**src/design/sbw_pkg.sv**
```systemverilog
// shared constants and carrier types for the system bus write path
package sbw_pkg;
   // =========================================
   // command bus encoding
   localparam logic [8:0] CMD_WIDTH_DUMMY = 9'h000;
   localparam int CMD_KIND_BIT = 8;
   localparam logic [2:0] REQ_TYPE_WRITE = 3'h2;
   localparam logic [1:0] WR_ATTR_BLOCK = 2'h2;
   localparam logic [1:0] WR_ATTR_SINGLE = 2'h3;
   localparam logic [1:0] BLK_SIZE_8W = 2'h1;
   localparam logic [2:0] SIZE_WORD = 3'h3;
   // =========================================
   // sizes and timing counts
   localparam int BLOCK_DW = 4;
   localparam int BLOCK_W32 = 8;
   localparam int LEGACY_IDLE = 2;
   localparam int RDY_LEAD = 2;
   localparam int FIFO_DEPTH = 8;
   localparam logic [3:0] BEAT_ZERO = 4'h0;
   // =========================================
   // protocol modes, fixed at reset
   typedef enum logic [1:0] {SBW_LEGACY, SBW_REISSUE, SBW_PIPE} sbw_mode_e;
   // one write request from the core
   typedef struct packed {
      logic blk;           // cache line block write
      logic [63:0] addr;
      logic [2:0] size;    // bytes minus one for single writes
      logic keep_line;     // line retained after write back
      logic [255:0] line;  // block data, or data in low 64 bits
   } sbw_req_s;
   localparam int REQ_W = $bits(sbw_req_s);
   // one bus cycle as driven onto the pins
   typedef struct packed {
      logic [63:0] ad;
      logic [7:0] chk;
      logic [8:0] cmd;
   } sbw_beat_s;
endpackage : sbw_pkg

```
**src/design/sbw_fifo.sv**
```systemverilog
// parameterised valid/ready fifo in flip-flops
`timescale 1ns/10ps
module sbw_fifo
#(
   parameter int WIDTH = 8,
   parameter int DEPTH = 8
)
(
   input wire logic ref_clk,
   input wire logic sys_rst,
   input wire logic in_valid,
   output logic in_ready,
   input wire logic [WIDTH-1:0] in_data,
   output logic out_valid,
   input wire logic out_ready,
   output logic [WIDTH-1:0] out_data
);
   localparam int AW = $clog2(DEPTH);
   logic [WIDTH-1:0] mem [DEPTH];
   logic [AW-1:0] wr_ptr;
   logic [AW-1:0] rd_ptr;
   logic [AW:0] count;
   wire push = in_valid && in_ready;
   wire pop = out_valid && out_ready;
   // =========================================
   // honest full and empty flags
   assign in_ready = (count != (AW+1)'(DEPTH));
   assign out_valid = (count != '0);
   assign out_data = mem[rd_ptr];
   // storage write
   always_ff @(posedge ref_clk)
   begin
      if (push)
         mem[wr_ptr] <= in_data;
   end
   // pointers wrap at depth
   always_ff @(posedge ref_clk)
   begin
      if (sys_rst)
      begin
         wr_ptr <= '0;
         rd_ptr <= '0;
         count <= '0;
      end
      else
      begin
         if (push)
            wr_ptr <= (wr_ptr == AW'(DEPTH-1)) ? '0 : wr_ptr + 1'b1;
         if (pop)
            rd_ptr <= (rd_ptr == AW'(DEPTH-1)) ? '0 : rd_ptr + 1'b1;
         count <= count + (AW+1)'(push) - (AW+1)'(pop);
      end
   end
endmodule : sbw_fifo

```
**src/design/sbw_beat_gen.sv**
```systemverilog
// builds address and data beats with check bits for one request
`timescale 1ns/10ps
module sbw_beat_gen
   import sbw_pkg::*;
(
   input wire logic bus32,
   input wire logic big_end,
   input wire sbw_req_s req,
   input wire logic [3:0] beat,      // 0 is address, then data beats
   input wire logic hi_half,         // second request of a split write
   output sbw_beat_s out_beat,
   output logic [3:0] last_beat
);
   // even parity per byte lane
   function automatic logic [7:0] chk8(input logic [63:0] v);
      logic [7:0] r;
      r = '0;
      for (int i = 0; i < 8; i++)
         r[i] = ^v[i*8 +: 8];
      return r;
   endfunction : chk8
   wire logic [3:0] dsel = beat - 4'h1;
   wire logic [63:0] dw = req.line[dsel[1:0]*64 +: 64];
   wire logic [63:0] dw32 = req.line[dsel[2:1]*64 +: 64];
   // first word sent is low half in little endian
   wire logic first_hi = big_end;
   // a split single keeps the same word order as a block
   wire logic take_hi = req.blk ? (dsel[0] ^ first_hi) : ((req.size > SIZE_WORD) && (hi_half ^ first_hi));
   wire logic [31:0] word = take_hi ? (req.blk ? dw32[63:32] : req.line[63:32])
                                    : (req.blk ? dw32[31:0] : req.line[31:0]);
   wire logic [63:0] a64 = {req.addr[63:3], 3'h0};
   wire logic [31:0] a32 = {req.addr[31:3], hi_half, 2'h0};
   wire logic [63:0] ad_val = (beat == BEAT_ZERO) ? (bus32 ? {32'h0000_0000, a32} : a64)
                            : (bus32 ? {32'h0000_0000, word} : (req.blk ? dw : req.line[63:0]));
   wire logic [2:0] sz32 = (req.size > SIZE_WORD) ? (hi_half ? req.size - 3'h4 : SIZE_WORD) : req.size;
   wire logic [4:0] attr = req.blk ? {WR_ATTR_BLOCK, req.keep_line, BLK_SIZE_8W}
                                   : {WR_ATTR_SINGLE, bus32 ? sz32 : req.size};
   // =========================================
   // outputs: command in address cycle, data id with more-beats flag after
   assign last_beat = req.blk ? (bus32 ? 4'h8 : 4'h4) : 4'h1;
   assign out_beat.ad = ad_val;
   wire logic [7:0] chk_all = chk8(ad_val);
   assign out_beat.chk = bus32 ? {4'h0, chk_all[3:0]} : chk_all;
   assign out_beat.cmd = (beat == BEAT_ZERO) ? {1'b0, REQ_TYPE_WRITE, attr}
                       : {1'b1, (beat != last_beat), 7'h00};
endmodule : sbw_beat_gen

```
**src/design/sbw_write_path.sv**
```systemverilog
// system bus write path: request fifo, issue flow control, bus drive
`timescale 1ns/10ps
// What this block does
// - 64-bit block write: one address, four doublewords
// - 64-bit single write uses doubleword-aligned address
// - legacy mode: address, data, two idle
// - issue needs ready low two cycles before
// - reissue mode also needs ready at address
// - failed reissue repeats same address/data pair
// - pipelined mode drops the idle cycles
// - protocols govern single and block writes
// - 32-bit mode uses low lanes only
// - four check bits give even parity
// - low lanes used in either byte order
// - same command encoding, width not signalled
// - 32-bit block: one address, eight words
// - word order of doubleword follows endianness
// - 32-bit single write uses word-aligned address
// - wide uncached write split into two
// - bus width fixed at reset
// - command msb zero for command, one data
// - write command type code two
module sbw_write_path
   import sbw_pkg::*;
(
   input wire logic ref_clk,
   input wire logic sys_rst,
   input wire logic cfg_bus32,
   input wire logic cfg_big_end,
   input wire logic [1:0] cfg_mode,
   input wire logic req_valid,
   output logic req_ready,
   input wire sbw_req_s req_data,
   input wire logic write_accept_ready_n,
   output logic [63:0] sys_addr_data_bus,
   output logic [7:0] sys_check_bits,
   output logic [8:0] sys_command_bus,
   output logic processor_drive_valid_n,
   output logic bus_oe_n,
   output logic write_done
);
   // =========================================
   // ready pin synchroniser and history
   logic wr_s1;
   logic wr_s2;
   logic [RDY_LEAD-1:0] wr_hist;
   // two flops tame the asynchronous pin; reset level means not ready
   always_ff @(posedge ref_clk)
   begin
      if (sys_rst)
      begin
         wr_s1 <= 1'b1;
         wr_s2 <= 1'b1;
      end
      else
      begin
         wr_s1 <= write_accept_ready_n;
         wr_s2 <= wr_s1;
      end
   end

   // history of the synchronised level, oldest at the top
   always_ff @(posedge ref_clk)
   begin
      if (sys_rst)
         wr_hist <= '1;
      else
         wr_hist <= {wr_hist[RDY_LEAD-2:0], wr_s2};
   end
   // ready as seen two cycles ago and now
   wire logic rdy_early = !wr_hist[RDY_LEAD-1];
   wire logic rdy_now = !wr_s2;

   // =========================================
   // configuration caught in the first cycle after reset
   logic cfg_taken;
   logic bus32;
   logic big_end;
   sbw_mode_e mode;
   // unused mode code falls back to the legacy spacing
   function automatic sbw_mode_e decode_mode(input logic [1:0] code);
      sbw_mode_e m;
      case (code)
         2'h1: m = SBW_REISSUE;
         2'h2: m = SBW_PIPE;
         default: m = SBW_LEGACY;
      endcase
      return m;
   endfunction : decode_mode

   wire sbw_mode_e cfg_mode_e = decode_mode(cfg_mode);
   // one-shot flag: configuration is not taken again until reset
   always_ff @(posedge ref_clk)
   begin
      if (sys_rst)
         cfg_taken <= 1'b0;
      else if (!cfg_taken)
         cfg_taken <= 1'b1;
   end
   // no reset needed here: nothing starts before the flag rises
   always_ff @(posedge ref_clk)
   begin
      if (!sys_rst && !cfg_taken)
      begin
         bus32 <= cfg_bus32;
         big_end <= cfg_big_end;
         mode <= cfg_mode_e;
      end
   end

   // =========================================
   // request buffer: stalls the core when full
   logic fifo_valid;
   logic fifo_pop;
   logic [REQ_W-1:0] fifo_data;
   sbw_fifo #(.WIDTH(REQ_W), .DEPTH(FIFO_DEPTH)) u_fifo
   (
      .ref_clk(ref_clk),
      .sys_rst(sys_rst),
      .in_valid(req_valid),
      .in_ready(req_ready),
      .in_data(req_data),
      .out_valid(fifo_valid),
      .out_ready(fifo_pop),
      .out_data(fifo_data)
   );
   wire sbw_req_s head = sbw_req_s'(fifo_data);

   // requests held in the buffer; the head counts until its pop
   logic [3:0] queued;
   wire logic push_seen = req_valid && req_ready;
   always_ff @(posedge ref_clk)
   begin
      if (sys_rst)
         queued <= 4'h0;
      else
         queued <= queued + 4'(push_seen) - 4'(fifo_pop);
   end
   // another request stands behind the head being popped
   wire logic more_queued = (queued > 4'h1);

   // =========================================
   // sequencer state
   typedef enum logic [1:0] {SBW_IDLE, SBW_ADDR, SBW_DATA, SBW_GAP} sbw_state_e;
   sbw_state_e state;
   sbw_state_e next_state;
   logic [3:0] beat;
   logic [3:0] next_beat;
   logic hi_half;
   logic next_hi_half;
   logic [1:0] gap;
   logic [1:0] next_gap;
   // retry data cycle shows data beat one again
   localparam logic [3:0] RETRY_BEAT = 4'hF;
   localparam logic [3:0] FIRST_DATA = 4'h1;
   wire logic [3:0] show_beat = (beat == RETRY_BEAT) ? FIRST_DATA : beat;

   // beat builder for the head request
   sbw_beat_s cur_beat;
   logic [3:0] last_beat;
   sbw_beat_gen u_beat
   (
      .bus32(bus32),
      .big_end(big_end),
      .req(head),
      .beat(show_beat),
      .hi_half(hi_half),
      .out_beat(cur_beat),
      .last_beat(last_beat)
   );

   // a wide single write in 32-bit mode needs two requests
   wire logic split = bus32 && !head.blk && (head.size > SIZE_WORD);
   wire logic can_start = cfg_taken && fifo_valid && rdy_early;
   // in reissue mode the address cycle must also see ready
   wire logic addr_ok = (mode != SBW_REISSUE) || rdy_now;
   wire logic at_last = (beat == last_beat);
   wire logic req_end = (state == SBW_DATA) && at_last;
   wire logic whole_end = req_end && (!split || hi_half);
   // pipelined mode skips idle; reissue also runs back to back
   wire logic use_gap = (mode == SBW_LEGACY);
   // a following pair needs work pending and ready seen early enough
   function automatic logic pair_go(input logic pending, input logic rdy);
      return pending && rdy;
   endfunction : pair_go

   // =========================================
   // next-state decode
   always_comb
   begin
      next_state = state;
      next_beat = beat;
      next_hi_half = hi_half;
      next_gap = gap;
      case (state)
         SBW_IDLE:
         begin
            // wait for a queued request and early ready
            if (can_start)
            begin
               next_state = SBW_ADDR;
               next_beat = BEAT_ZERO;
            end
         end
         SBW_ADDR:
         begin
            if (addr_ok)
            begin
               // issued: data beats follow at once
               next_state = SBW_DATA;
               next_beat = FIRST_DATA;
            end
            else
            begin
               // not issued: present the same pair again
               next_state = SBW_DATA;
               next_beat = RETRY_BEAT;
            end
         end
         SBW_DATA:
         begin
            // retry data cycle over: offer the pair once more
            if (beat == RETRY_BEAT)
            begin
               next_state = can_start ? SBW_ADDR : SBW_IDLE;
               next_beat = BEAT_ZERO;
            end
            // walk the data beats in address order
            else if (!at_last)
               next_beat = beat + 4'h1;
            else
            begin
               next_hi_half = split && !hi_half;
               next_beat = BEAT_ZERO;
               if (use_gap)
               begin
                  next_state = SBW_GAP;
                  next_gap = 2'(LEGACY_IDLE - 1);
               end
               // the head leaves now unless its high half follows, so only that half or a request behind it counts
               else
                  next_state = pair_go(next_hi_half || more_queued, rdy_early) ? SBW_ADDR : SBW_IDLE;
            end
         end
         SBW_GAP:
         begin
            // two idle cycles, then the next pair if ready allows
            if (gap == 2'h0)
               next_state = pair_go(hi_half || fifo_valid, rdy_early) ? SBW_ADDR : SBW_IDLE;
            else
               next_gap = gap - 2'h1;
         end
         default:
            next_state = SBW_IDLE;
      endcase
   end
   assign fifo_pop = whole_end && (beat != RETRY_BEAT);

   // state and beat advance together
   always_ff @(posedge ref_clk)
   begin
      if (sys_rst)
      begin
         state <= SBW_IDLE;
         beat <= BEAT_ZERO;
      end
      else
      begin
         state <= next_state;
         beat <= next_beat;
      end
   end
   // split half and idle count
   always_ff @(posedge ref_clk)
   begin
      if (sys_rst)
      begin
         hi_half <= 1'b0;
         gap <= 2'h0;
      end
      else
      begin
         hi_half <= next_hi_half;
         gap <= next_gap;
      end
   end

   // =========================================
   // registered pin drive, one cycle behind the sequencer state
   wire logic driving = (state == SBW_ADDR) || (state == SBW_DATA);
   // address or data word, loaded every cycle even while idle; zero only in reset
   always_ff @(posedge ref_clk)
   begin
      if (sys_rst)
         sys_addr_data_bus <= 64'h0000_0000_0000_0000;
      else
         sys_addr_data_bus <= cur_beat.ad;
   end

   // check bits travel with their word in the same cycle
   always_ff @(posedge ref_clk)
   begin
      if (sys_rst)
         sys_check_bits <= 8'h00;
      else
         sys_check_bits <= cur_beat.chk;
   end

   // command in the address cycle, data identifier after it
   always_ff @(posedge ref_clk)
   begin
      if (sys_rst)
         sys_command_bus <= 9'h000;
      else
         sys_command_bus <= cur_beat.cmd;
   end

   // valid strobe and lane enable move together
   always_ff @(posedge ref_clk)
   begin
      if (sys_rst)
      begin
         processor_drive_valid_n <= 1'b1;
         bus_oe_n <= 1'b1;
      end
      else
      begin
         processor_drive_valid_n <= !driving;
         bus_oe_n <= !driving;
      end
   end

   // one pulse per request that left the buffer
   always_ff @(posedge ref_clk)
   begin
      if (sys_rst)
         write_done <= 1'b0;
      else
         write_done <= fifo_pop;
   end
endmodule : sbw_write_path

```
**config.mk**
```make
export PLATFORM = sky130hd
export DESIGN_NAME = sbw_write_path
export DESIGN_NICKNAME = d
export VERILOG_FILES = /design/src/design/sbw_pkg.sv /design/src/design/sbw_fifo.sv /design/src/design/sbw_beat_gen.sv /design/src/design/sbw_write_path.sv
export SDC_FILE = /design/constraint.sdc
export NUM_CORES = 2
export LEC_CHECK = 0
export BUFFER_PORTS_ARGS = -buffer_cell sky130_fd_sc_hd__buf_4
export CAP_MARGIN = 25
export CORE_MARGIN = 2
export CORE_UTILIZATION = 30
export DETAILED_ROUTE_END_ITERATION = 6
export PLACE_DENSITY = 0.57
export RECOVER_POWER = 50
export SLEW_MARGIN = 20
export SYNTH_ARGS = -nofsm -noshare
export SYNTH_HDL_FRONTEND = slang
export SYNTH_SLANG_ARGS = --single-unit
```
**constraint.sdc**
```tcl
create_clock -name ref_clk -period 71.8 [get_ports ref_clk]
set_input_delay 3.59 -clock ref_clk [delete_from_list [all_inputs] [get_ports ref_clk]]
set_output_delay 3.59 -clock ref_clk [all_outputs]
set_load 0.02 [all_outputs]
```
Word-level counts from Yosys, hierarchy flattened
Memory sizes are Yosys's and may differ from the RTL's. A register that Yosys moved wholly into a read port is not among the register bits.
Cells that the tools add are included.
Storage, ports and cells
  bits in registers: 115
  RAM bits: 2600
  input bits: 333
  output and inout bits: 85
  logic and storage cells: 156
  memories kept: 1
Operators by class
  add/subtract/negate cells: 10
  order comparisons: 2
  equal/unequal tests: 20
  shift operators: 2
  mux-type cells: 43
  bitwise operators: 4
  reduce and logical (&&, ||, !) cells: 50
Memories
  u_fifo.mem: depth 8, bits a word 325, read ports 1, clocked after memory_dff 1, write ports 1, RTL line sbw_fifo.sv:19  | logic [WIDTH-1:0] mem [DEPTH];
Operators with widths (number)
  variable part select 256 x 9 -> 64 bit: 2
  2-to-1 mux 64 bit: 4
  2-to-1 mux 32 bit: 3
  parity 8 bit: 8
  2-to-1 mux 4 bit: 8
  2-to-1 mux 3 bit: 7
  2-to-1 mux 2 bit: 9
  logical AND 1 bit: 14
  != test 2 bit (second input constant): 6
  one-hot mux 4 bit (3 select lines): 1
  2-to-1 mux 9 bit: 1
  adder 4 x 1 -> 4 bit: 2
  logical NOT 1 bit: 8
  != test 4 bit (second input constant): 2
  one-hot mux 2 bit (2 select lines): 2
  one-hot mux 2 bit (4 select lines): 1
  subtractor 4 x 1 -> 4 bit: 2
  2-to-1 mux 1 bit: 7
  adder 3 x 1 -> 3 bit (second input constant): 2
  equality test 2 bit (second input constant): 3
  equality test 3 bit (second input constant): 2
  logical NOT 2 bit: 3
  AND reduction 3 bit: 2
  OR reduction 2 bit: 3
  other kinds (22): 29

Logic depth before layout (Yosys ltp)
  depth after elaboration: 11
  gate-level depth with buffers: 18
  gate-level depth less buffers: 14

Hierarchy
Synthesis repeated with hierarchy kept, for this count alone.
Second synthesis, totals
  cells, all modules: 5064
  area total of the unflattened synthesis: 108291.4 um^2
By module, submodules not included
  sbw_fifo: times used 1, cells an instance 3831, area an instance 98197.9 um^2, seq. area each 78335.1 um^2
  sbw_beat_gen: times used 1, cells an instance 908, area an instance 6523.8 um^2, seq. area each 0.0 um^2
  sbw_write_path: times used 1, cells an instance 325, area an instance 3569.7 um^2, seq. area each 2142.1 um^2

Worst setup path after synthesis
Ideal clock, no wire load.
  kind: in2reg
  start point: input port req_valid
  end point: memory u_fifo.mem[4][0] (netlist name) (enable)
  library setup time: 1.904 ns
  arrival: 36.438 ns
  required time: 69.896 ns
  setup slack: 33.458 ns
  stages on the path: 2
  path buffers: 0
  cells stage by stage: nand2_1 nor4b_1
Between the ends
  longest elaborated chain between the ends: 3
Ends and longest elaborated chain
  start: declaration: RTL line sbw_write_path.sv:31  | input wire logic req_valid,
  logical AND 1 bit: RTL line sbw_fifo.sv:23  | wire push = in_valid && in_ready;
  2-to-1 mux 1 bit: RTL line sbw_fifo.sv:33  | if (push)
  2-to-1 mux 1 bit (implied by the code): RTL line sbw_fifo.sv:34  | mem[wr_ptr] <= in_data;
  end: declaration: RTL line sbw_fifo.sv:19
No other way between the ends.

Worst setup path in the final report
  start point: input port req_valid
  end point: memory u_fifo.mem[0][19] (netlist name) (enable)
Same word-level chain as after synthesis.

==> impl_metrics.sql <==
INSERT INTO impl_metrics (metric_group, metric, value, unit) VALUES
('detailed_routing', 'drt.antenna.violating_nets', '0', ''),
('synthesis', 'ys_ff_latch', '2693', ''),
('timing', 'period_share', '11.11', '%'),
('clock_tree', 'cts_buffer_depth', '4', ''),
('timing', 'timing_hold_violations_final', '0', ''),
('timing', 'finalCriticalPeriod', '7.980', 'ns'),
('layout', 'final_util', '34.91', '%'),
('timing', 'slew_headroom', '-142.7', '%'),
('detailed_routing', 'detail_route.iter0.violations', '6475', ''),
('placed_design', 'dp_cells', '10430', ''),
('layout', 'stdcell_count', '10990', ''),
('floorplan', 'die_w', '600.1', 'um'),
('synthesis', 'syn_area_per_cell', '19.60', 'um^2'),
('timing', 'worst-slew-pin-transition', '3.640', 'ns'),
('timing', 'maxSlewViolCount', '202', ''),
('clock_tree', 'numCtsBuffers', '288', ''),
('critical_path', 'critical_path_peak_fanout', '52', ''),
('grt', 'grt_pass1_wl', '455700', 'um'),
('clock_tree', 'clock_sink_count', '2693', ''),
('critical_path', 'arrival', '8.49', 'ns'),
('floorplan', 'io_pins', '418', ''),
('timing', 'rsz0062_at_grt', 'no', ''),
('run', 'max-cap-violations', '5', ''),
('floorplan', 'die_height', '600.1', 'um'),
('worst_hold_path', 'hold_wc_startpoint', 'wr_hist[0]', ''),
('timing', 'finalHoldWorstSlack', '0.4134', 'ns'),
('critical_path', 'timing.critical_path.to_type', 'flip-flop', ''),
('pwr', 'p_leak', '38.35', 'nW'),
('layout', 'fillerInstances', '33150', ''),
('grt', 'grtUsageMet1', '22.59', '%'),
('floorplan', 'placement_rows', '218', ''),
('grt', 'overflow', '0', ''),
('placed_design', 'port_buffers', '413', ''),
('critical_path', 'crit_required', '72.31', 'ns'),
('floorplan', 'dieArea', '360100', 'um^2'),
('grt', 'use_met2', '28.77', '%'),
('detailed_routing', 'num_vias', '56790', ''),
('clock_tree', 'cts_resized', '0', ''),
('run_status', 'status', 'complete, but fails checks', ''),
('synthesis', 'synth_seq_area_share', '74.81', '%'),
('floorplan', 'start_util', '30.18', '%'),
('clock_tree', 'clock_latency_on_the_worst_skew_pair', '0.91', 'ns'),
('timing', 'finClkSkew', '0.05668', 'ns'),
('clock_tree', 'postCtsHoldBufs', '0', ''),
('synthesis', 'yosys.cell_types.count', '90', ''),
('clock_tree', 'post-cts-setup-buffer-count', '0', ''),
('detailed_routing', 'viasPerCell', '5.167', ''),
('floorplan', 'core_region_area', '353200', 'um^2'),
('grt', 'grt_max_degree', '118', ''),
('run_status', 'failed_checks', 'DRC, capacitance limit, slew limit', ''),
('layout', 'drive_gt1_share', '21.19', '%'),
('timing', 'fmax', '125.3', 'MHz'),
('critical_path', 'crit_path_start', 'req_valid', ''),
('detailed_routing', 'detail_route.drc_violations', '7', ''),
('grt', 'first_global_vias', '55540', ''),
('synthesis', 'syn_nets', '5796', ''),
('critical_path', 'critPathLaunchType', 'input pin', ''),
('clock_tree', 'tritoncts', 'done', ''),
('timing', 'timing.setup.tns', '0', 'ns'),
('detailed_routing', 'wl', '335400', 'um'),
('placed_design', 'place_hpwl', '221700', 'um'),
('layout', 'finalNetCount', '6358', ''),
('layout', 'most_frequent_cells_in_the_layout', '2580 x edfxtp_1, 543 x mux4_2, 405 x nand2_1', ''),
('synthesis', 'synth_edf_count', '2580', ''),
('critical_path', 'critical_path_class', 'input pin to flip-flop', ''),
('pwr', 'totalPowerFinal', '0.003617', 'W'),
('synthesis', 'synth_ff_type', 'edfxtp_1', ''),
('synthesis', 'synthesis.yosys.warnings', '0', ''),
('synthesis', 'synth_async_sr_flop_share', '0', '%'),
('layout', 'layout_commonest_cell', 'edfxtp_1', ''),
('grt', 'grt_antenna_before_repair', '202', '');
registers in the layout, summed over array words and instances (netlist names), 2 cells and up, named ones only:
name               flops
u_fifo.mem          2576
sys_addr_data_bus     64
sys_check_bits         8
sys_command_bus        8
beat                   4
queued                 4
u_fifo.count           4
u_fifo.rd_ptr          3
u_fifo.wr_ptr          3
gap                    2
mode                   2
state                  2
wr_hist                2
final timing paths:
path                            cells past startpoint  slack [ns]           endpoint
worst min register to register                      1        0.41         wr_hist[1]
worst min-delay path                                1        0.41         wr_hist[1]
worst max register to register                     14       64.21  sys_check_bits[0]
worst max-delay path                                6       63.82  u_fifo.mem[0][19]
synthesized netlist by cell type (6+ instances only):
cell       instances  area share [%]
nand2_1          408             1.4
a221o_1           10           0.094
o21ai_1           11           0.052
a21o_1             6           0.042
nor3_1            47            0.22
o21ai_0           99            0.46
buf_6             57            0.60
nor2_1           205            0.72
o221ai_1          17            0.14
a22oi_1           49            0.35
a311oi_1           6           0.049
ha_1              23            0.27
xnor2_1           43            0.35
a311o_1           12            0.11
a21oi_1          131            0.62
nand4_1            9           0.053
buf_2             79            0.37
a2111oi_0          8           0.066
a32oi_1            6           0.049
dfxtp_1          113             2.1
inv_1             28           0.099
buf_4             68            0.48
nor4_1             6           0.035
and2_1            31            0.18
mux4_2           543              11
o211ai_1          34            0.24
mux4_1            15            0.37
edfxtp_1        2580              73
mux2i_1          296             2.8
a211o_1            6           0.049
nor2b_1           12           0.070
a221oi_1          60            0.49
a211oi_1          29            0.20
clkbuf_1          91            0.32
buf_1             14           0.049
a31oi_1           22            0.13
and3_1            14           0.082
o22ai_1           50            0.29
nand3_1           30            0.14
buf_8              6           0.085
or3_1              6           0.035
mux2_2            37            0.39
xor2_1            16            0.13
cell families (layout without fill, tap and decap cells):
kind of cell,Yosys count,in the layout,share of synthesized area (%)
flops,2693,2693,74.81
mux,891,891,15.01
simple gates,803,803,3.233
compound gates,614,614,3.996
buf+inv,347,1129,2.050
xor+xnor,64,64,0.5893
fa+ha+maj,25,25,0.3076
other cells,1,42,0.003518
area by class of cell:
class	instances	area, um^2	area share [%]
clock buffer	356	7686	6.234
clock inverter	154	1630	1.322
multi-input combinational	2398	24800	20.12
timing repair buffer	589	3287	2.666
inverter	30	125.1	0.1015
tap	4730	5918	4.800
sequential	2693	79750	64.68
antenna	41	102.6	0.08321
critical path, stage by stage:
cell	delay, ns
clkbuf_1	0.11
nand2_1	0.27
nor4_1	0.32
clkbuf_1	2.23
buf_4	1.01
buf_4	0.74
report_power, final:
group	total, W	leakage [nW]	internal, W	switching, W
Sequential	0.00182	24.3	0.00180	0.0000173
Clock	0.00147	4.56	0.000854	0.000616
Combinational	0.000329	9.45	0.0000940	0.000235
through the flow:
step / instance area (um^2) / worst slack, ns
6_report: 123300 / 63.82
2_1_floorplan: 106600 / 33.46
4_1_cts: 124400 / 64.38
3_3_place_gp: 115000 / 64.18
3_5_place_dp: 115100 / 64.16
5_1_grt: 123200 / 63.61
layer usage:
metal	share of wire [%]	wire length [um]
met1	38	126900
met2	47	156100
met3	10	35180
met4	4.9	16540
met5	0.24	805
Power figures use the tool's default switching activity.
